==> config.mk <==
export PLATFORM = sky130hd
export DESIGN_NAME = svd_ctrl
export DESIGN_NICKNAME = d
export VERILOG_FILES = /design/src/rtl/svd_ctrl.v /design/src/rtl/svd_settle.v /design/src/rtl/svd_sync.v
export VERILOG_INCLUDE_DIRS = /design/src /design/src/rtl
export SDC_FILE = /design/constraint.sdc
export NUM_CORES = 1
export LEC_CHECK = 0
export ABC_CLOCK_PERIOD_IN_PS = 2200
export BUFFER_PORTS_ARGS = -buffer_cell sky130_fd_sc_hd__buf_2
export CAP_MARGIN = 25
export CORE_UTILIZATION = 40
export CTS_CLUSTER_DIAMETER = 60
export CTS_CLUSTER_SIZE = 16
export DETAILED_ROUTE_END_ITERATION = 8
export PLACE_DENSITY_LB_ADDON = 0.08
export SLEW_MARGIN = 10
export SYNTH_ARGS = -nofsm -noshare
export SYNTH_HDL_FRONTEND = slang
export SYNTH_HIERARCHICAL = 1
export SYNTH_SLANG_ARGS = --single-unit
==> constraint.sdc <==
create_clock -name pclk -period 2.2 [get_ports pclk]
set_input_delay 0.33 -clock pclk [delete_from_list [all_inputs] [get_ports pclk]]
set_output_delay 0.33 -clock pclk [all_outputs]
set_load 0.01 [all_outputs]
==> src/rtl/svd_consts.vh <==
// constants for the supply voltage detect controller: register map, fields, timing
// assumes inclusion by the design files only; no logic here
`ifndef SVD_CONSTS_VH
`define SVD_CONSTS_VH
// ----------------------------------------
// register byte offsets
// ----------------------------------------
`define SVD_OFF_CONTROL 12'h000
`define SVD_OFF_STATUS 12'h004
`define SVD_OFF_MASK 12'h008
`define SVD_OFF_INFO 12'h00C
// ----------------------------------------
// control register fields
// ----------------------------------------
`define SVD_BIT_ENABLE 15
`define SVD_BIT_IDLE_STOP 13
`define SVD_BIT_DIRECTION 7
`define SVD_BIT_BG_STABLE 6
`define SVD_BIT_REF_STABLE 5
`define SVD_CTRL_WMASK 16'hA08F
`define SVD_CTRL_RESET 16'h0000
`define SVD_LEVEL_EXTERNAL 4'hF
// ----------------------------------------
// status and mask bits
// ----------------------------------------
`define SVD_EV_TRIP 0
`define SVD_EV_REF_READY 1
`define SVD_EV_WIDTH 2
// ----------------------------------------
// settle times in ns at 100 MHz
// ----------------------------------------
`define SVD_CLK_NS 10
`define SVD_BG_SETTLE_NS 2000
`define SVD_REF_SETTLE_NS 5000
`define SVD_BG_CYCLES ((`SVD_BG_SETTLE_NS + `SVD_CLK_NS - 1) / `SVD_CLK_NS)
`define SVD_REF_CYCLES ((`SVD_REF_SETTLE_NS + `SVD_CLK_NS - 1) / `SVD_CLK_NS)
`endif

==> src/rtl/svd_ctrl.v <==
// supply voltage detect controller: APB registers, settle tracking, trip events
// assumes analog comparator outputs arrive asynchronously and are synchronised here
//
// Notes on behaviour
// - trip crossing in chosen direction sets flag
// - enable bit powers detector on or off
// - idle stop bit halts detector in idle
// - direction one rising, zero falling trip
// - band gap stable bit reflects settling
// - no flag until reference is stable
// - level code selects trip point or pin
// - unimplemented control bits read zero
`include "svd_consts.vh"
module svd_ctrl #(
  parameter BG_CYCLES = `SVD_BG_CYCLES,
  parameter REF_CYCLES = `SVD_REF_CYCLES,
  parameter [15:0] INFO_ID = 16'h5A01 // arbitrary identification value
) (
  input wire pclk,
  input wire presetn,
  input wire psel,
  input wire penable,
  input wire pwrite,
  input wire [11:0] paddr,
  input wire [31:0] pwdata,
  output wire [31:0] prdata,
  output wire pready,
  output wire pslverr,
  input wire cpu_idle,
  input wire cmp_above,
  input wire cmp_below,
  output wire detector_power,
  output wire [3:0] trip_level_select,
  output wire external_sense_select,
  output wire irq
);
  // ----------------------------------------
  // declarations
  // ----------------------------------------
  reg [15:0] control_reg;
  reg [`SVD_EV_WIDTH-1:0] status_reg;
  reg [`SVD_EV_WIDTH-1:0] status_next;
  reg [`SVD_EV_WIDTH-1:0] mask_reg;
  reg [31:0] rdata_reg;
  reg [31:0] rdata_next;
  reg slverr_reg;
  reg above_prev_reg;
  reg below_prev_reg;
  reg ref_prev_reg;
  wire [1:0] cmp_sync;
  wire above_s;
  wire below_s;
  wire wr_access;
  wire rd_access;
  wire addr_ok;
  wire running;
  wire bg_ok;
  wire ref_ok;
  wire trip_now;
  wire trip_event;
  wire ref_event;
  wire [15:0] control_view;

  // decode of mapped offsets
  function addr_mapped;
    input [11:0] a;
    begin
      addr_mapped = (a == `SVD_OFF_CONTROL) || (a == `SVD_OFF_STATUS) ||
                    (a == `SVD_OFF_MASK) || (a == `SVD_OFF_INFO);
    end
  endfunction

  // ----------------------------------------
  // apb access
  // ----------------------------------------
  assign wr_access = psel && penable && pwrite;
  assign rd_access = psel && !penable && !pwrite;
  assign addr_ok = addr_mapped(paddr);
  assign pready = 1'b1; // zero wait states
  assign pslverr = slverr_reg && psel && penable;
  assign prdata = rdata_reg;

  // ----------------------------------------
  // detector activity and analog inputs
  // ----------------------------------------
  assign running = control_reg[`SVD_BIT_ENABLE] &&
                   !(control_reg[`SVD_BIT_IDLE_STOP] && cpu_idle);
  assign detector_power = running;
  assign trip_level_select = control_reg[3:0];
  assign external_sense_select = (control_reg[3:0] == `SVD_LEVEL_EXTERNAL);

  svd_sync #(
    .WIDTH(2)
  ) u_cmp_sync (
    .pclk(pclk),
    .presetn(presetn),
    .async_in({cmp_above, cmp_below}),
    .sync_out(cmp_sync)
  );
  assign above_s = cmp_sync[1];
  assign below_s = cmp_sync[0];

  // band gap settle timer
  svd_settle #(
    .CYCLES(BG_CYCLES),
    .CW(16)
  ) u_bg_settle (
    .pclk(pclk),
    .presetn(presetn),
    .run(running),
    .done(bg_ok)
  );

  // reference settle timer, starts once band gap settled
  svd_settle #(
    .CYCLES(REF_CYCLES),
    .CW(16)
  ) u_ref_settle (
    .pclk(pclk),
    .presetn(presetn),
    .run(bg_ok),
    .done(ref_ok)
  );

  // ----------------------------------------
  // trip detection
  // ----------------------------------------
  assign trip_now = control_reg[`SVD_BIT_DIRECTION] ? above_s : below_s;
  // event on the edge into the trip condition, only when stable and running
  assign trip_event = running && ref_ok && trip_now &&
                      !(control_reg[`SVD_BIT_DIRECTION] ? above_prev_reg : below_prev_reg);
  assign ref_event = ref_ok && !ref_prev_reg;

  // history of comparator levels, cleared while idle so a held trip fires on start
  always @(posedge pclk or negedge presetn) begin
    if (!presetn) begin
      above_prev_reg <= 1'b0;
      below_prev_reg <= 1'b0;
      ref_prev_reg <= 1'b0;
    end else begin
      above_prev_reg <= (running && ref_ok) ? above_s : 1'b0;
      below_prev_reg <= (running && ref_ok) ? below_s : 1'b0;
      ref_prev_reg <= ref_ok;
    end
  end

  // ----------------------------------------
  // registers
  // ----------------------------------------
  // control register, writable bits only
  always @(posedge pclk or negedge presetn) begin
    if (!presetn) begin
      control_reg <= `SVD_CTRL_RESET;
    end else if (wr_access && paddr == `SVD_OFF_CONTROL) begin
      control_reg <= pwdata[15:0] & `SVD_CTRL_WMASK;
    end
  end

  // sticky status: set wins over write-one-to-clear
  always @* begin
    status_next = status_reg;
    if (wr_access && paddr == `SVD_OFF_STATUS) begin
      status_next = status_reg & ~pwdata[`SVD_EV_WIDTH-1:0];
    end
    if (trip_event) begin
      status_next[`SVD_EV_TRIP] = 1'b1;
    end
    if (ref_event) begin
      status_next[`SVD_EV_REF_READY] = 1'b1;
    end
  end

  // status and mask storage
  always @(posedge pclk or negedge presetn) begin
    if (!presetn) begin
      status_reg <= {`SVD_EV_WIDTH{1'b0}};
      mask_reg <= {`SVD_EV_WIDTH{1'b0}};
    end else begin
      status_reg <= status_next;
      if (wr_access && paddr == `SVD_OFF_MASK) begin
        mask_reg <= pwdata[`SVD_EV_WIDTH-1:0];
      end
    end
  end

  assign irq = |(status_reg & mask_reg);

  // ----------------------------------------
  // read path
  // ----------------------------------------
  assign control_view = {control_reg[15:8], control_reg[7], bg_ok, ref_ok,
                         1'b0, control_reg[3:0]};

  // read data chosen at setup, held through access
  always @* begin
    rdata_next = 32'h00000000;
    case (paddr)
      `SVD_OFF_CONTROL: rdata_next = {16'h0000, control_view};
      `SVD_OFF_STATUS: rdata_next = {30'h00000000, status_reg};
      `SVD_OFF_MASK: rdata_next = {30'h00000000, mask_reg};
      `SVD_OFF_INFO: rdata_next = {16'h0000, INFO_ID};
      default: rdata_next = 32'h00000000;
    endcase
  end

  // capture read data and error in the setup cycle
  always @(posedge pclk or negedge presetn) begin
    if (!presetn) begin
      rdata_reg <= 32'h00000000;
      slverr_reg <= 1'b0;
    end else if (psel && !penable) begin
      slverr_reg <= !addr_ok;
      if (rd_access) begin
        rdata_reg <= rdata_next;
      end
    end
  end
endmodule // svd_ctrl

==> src/rtl/svd_settle.v <==
// settle timer: output rises after the enable has stood for CYCLES clocks
// assumes one clock pclk; a low enable restarts the count at once
module svd_settle #(
  parameter CYCLES = 200,
  parameter CW = 16
) (
  input wire pclk,
  input wire presetn,
  input wire run,
  output wire done
);
  reg [CW-1:0] count_reg;
  reg done_reg;

  // count up while running, hold at the end
  always @(posedge pclk or negedge presetn) begin
    if (!presetn) begin
      count_reg <= {CW{1'b0}};
      done_reg <= 1'b0;
    end else if (!run) begin
      count_reg <= {CW{1'b0}};
      done_reg <= 1'b0;
    end else if (count_reg == CYCLES[CW-1:0] - 1'b1) begin
      done_reg <= 1'b1;
    end else begin
      count_reg <= count_reg + 1'b1;
    end
  end

  assign done = done_reg;
endmodule // svd_settle

==> src/rtl/svd_sync.v <==
// two flip-flop synchroniser for asynchronous level inputs
// assumes one clock pclk and an active-low asynchronous reset
module svd_sync #(
  parameter WIDTH = 1
) (
  input wire pclk,
  input wire presetn,
  input wire [WIDTH-1:0] async_in,
  output wire [WIDTH-1:0] sync_out
);
  reg [WIDTH-1:0] stage1_reg;
  reg [WIDTH-1:0] stage2_reg;

  // first stage feeds only the second
  always @(posedge pclk or negedge presetn) begin
    if (!presetn) begin
      stage1_reg <= {WIDTH{1'b0}};
      stage2_reg <= {WIDTH{1'b0}};
    end else begin
      stage1_reg <= async_in;
      stage2_reg <= stage1_reg;
    end
  end

  assign sync_out = stage2_reg;
endmodule // svd_sync

==> impl_metrics.tcl <==
set metrics [dict create \
    outcome "finished clean" \
    arrival_ns 2.04 \
    synth_top_area_share_pct 48.2 \
    rows 32 \
    min_path_type "primary input to async pin" \
    ys_warn_count 6 \
    synth_edf_count 0 \
    clkPwrFrac_pct 44.0 \
    grtUsageTotal_pct 15.4 \
    ys_ff_latch 63 \
    diodes 0 \
    final_nets 407 \
    io-pin-count 93 \
    synth.most_common_cell "dfrtp_1" \
    async_flop_share_pct 100 \
    cts_max_level 3 \
    finClkSkew_ns 0.0118 \
    drc 0 \
    crit_path_max_incr_delay_ns 0.68 \
    layout-drive-gt1-share_pct 24.6 \
    synth.area.top_cells "dfrtp_1, buf_4, mux2_2" \
    crit_required_ns 2.41 \
    cts_buffers 9 \
    cts_sinks 63 \
    cts_tree "built" \
    first_iter_violations 53 \
    fillers 754 \
    antenna_found_initial 0 \
    ant_nets 0 \
    area_growth_pct 12.9 \
    hpwl_um 4130 \
    p_sw_mw 0.479 \
    ir_drop_mv 0.332 \
    die_y_um 92.5 \
    seq_area_frac_synth_pct 48.2 \
    finalSetupViolCount 0 \
    post-route-min-period_ns 1.83 \
    p_leak_nw 1.77 \
    clk_pin_slew_ns 0.07 \
    avgSynthCellArea_um2 10.6 \
    ys_top_cells_by_count "dfrtp_1, buf_4, nand2_1" \
    relSlewSlack_pct 59.1 \
    vias 2253 \
    fin_ws_ns 0.370 \
    power_mw 2.25 \
    firstDrtPassIters 4 \
    hold_buffers 0 \
    period_share_pct 83.2 \
    port_buffers 47 \
    worst-slew-pin-transition_ns 0.614 \
    post_cts_buffers 0 \
    power_frac_comb_pct 4.2 \
    clockBufferDepth 2 \
    ys_types 51 \
    cp_max_fo 7 \
    finalWirelength_um 5930 \
    power.internal_mw 1.77 \
    crit_chain "buf_2 > or4_1 > nor4_1 > mux2_2" \
    yosysTopAreaCell "dfrtp_1" \
    grt_pass1_vias 2072 \
    fmax_mhz 546 \
    place.gp.congestion 0.742 \
    start_util_pct 41.9 \
    post_cts_resized 0 \
    via_per_inst 4.91 \
    die_x_um 92.5 \
    critPathKind "primary input to flip-flop" \
    gr-total-overflow 0 \
    synthCells 309 \
    critPathCaptureType "flip-flop" \
    core_area_um2 7810 \
    multi_input_area_um2 1460 \
    power_frac_seq_pct 51.7 \
    finalHoldViolCount 0 \
    critPathSlowestCell "or4_1" \
    clk_latency_ns 0.33 \
    dp_slack_ns 0.00750 \
    dieArea_um2 8550 \
    syn_area_um2 3270 \
    grt_pass1_wl_um 10100 \
    cap_violations 0 \
    startpoint_type "primary input" \
    switching_share_pct 21.3 \
    grt_max_degree 64 \
    wl_per_cell_um 12.9 \
    power.density_nw_per_um2 609 \
    setup_tns_ns 0 \
    rsz0062_at_grt "false" \
    drv_slew 0 \
    cts_root_buffer "clkbuf_8" \
    regArea_um2 1580 \
    ys.flop_type "dfrtp_1" \
]
metrics by stage:
stage / utilization (%) / cells / cell area [µm²] / hold slack [ns]
floorplan: - / 327 / 3340 / 0.0344
global placement: 44.8 / 444 / 3500 / 0.334
detailed placement: 44.8 / 444 / 3500 / 0.346
CTS: 47.3 / 459 / 3700 / 0.00561
global route: 47.3 / 459 / 3700 / 0.0169
finish: 47.3 / 459 / 3700 / 0.00297
critical path: cells and delay by family:
kind / cells / cell delay, ns
and+or+nand+nor: 2 / 1.23
buffers and inverters: 1 / 0.09
muxes: 1 / 0.39
cells in the final DEF, fill, tap and decap left out, types with 4 or more instances in the layout:
master and count:
inv_1 15, mux2_2 10, nor3_1 6, xnor2_1 9
xor2_1 10, o21ai_0 19, a21boi_0 6, buf_2 47
dfrtp_1 63, nor2_1 4, conb_1 20, nor2b_1 6
or3_1 8, nand4_1 6, mux2i_1 6, clkbuf_8 11
nand2b_1 4, and2_1 17, nand3_1 9, nor4_1 10
nand2_1 23
cells by family after synthesis:
group | share of synthesized area, %
mux | 5.28
simple gates | 23.9
fa+ha+maj | 0.764
flops | 48.2
compound gates | 7.34
buf+inv | 9.29
xor+xnor | 5.08
other cells | 0.229
path summary, 6_finish.rpt:
check | depth (start not counted) | endpoint | from | slack [ns]
max in group asynchronous | 2 | u_bg_settle/count_reg[7]$_DFFE_PN0P_ | presetn | 1.92
min | 2 | prdata[2]$_DFFE_PN0P_ | presetn | 0.003
min in group pclk | 1 | u_cmp_sync/stage1_reg[0]$_DFF_PN0_ | cmp_below | 0.11
min reg2reg | 0 | u_cmp_sync/sync_out[0]$_DFF_PN0_ | u_cmp_sync/stage1_reg[0]$_DFF_PN0_ | 0.35
max reg2reg | 5 | u_ref_settle/count_reg[0]$_DFFE_PN0P_ | u_ref_settle/count_reg[0]$_DFFE_PN0P_ | 0.49
max | 4 | mask_reg[1]$_DFFE_PN0P_ | paddr[1] | 0.37
area by class of cell:
cell class / count / area share (%)
clock buffer: 12 / 4.20
clock inverter: 3 / 1.15
inverter: 15 / 1.52
multi-input combinational: 213 / 39.5
sequential: 63 / 42.7
tap: 102 / 3.45
timing repair buffer: 51 / 7.52
power by group through the flow:
stage / clock, mW / sequential (mW) / combinational, mW
floorplan: 0 / 1.19 / 0.0627
global placement: 0 / 1.19 / 0.0982
detailed placement: 0 / 1.19 / 0.0978
CTS: 1.03 / 1.16 / 0.0980
global route: 1.09 / 1.16 / 0.110
finish: 0.991 / 1.16 / 0.0956
metal layers:
metal | up-vias | global-route usage [%] | share of wire (%)
met3 | 7 | 4.93 | 4.4
met4 | 0 | 6.25 | 1.3
met1 | 1075 | 20.1 | 47
met2 | 45 | 23.5 | 47
met5 | - | 0 | 0
li1 | 1126 | - | -
No activity file was read; power rests on OpenSTA's default activity.
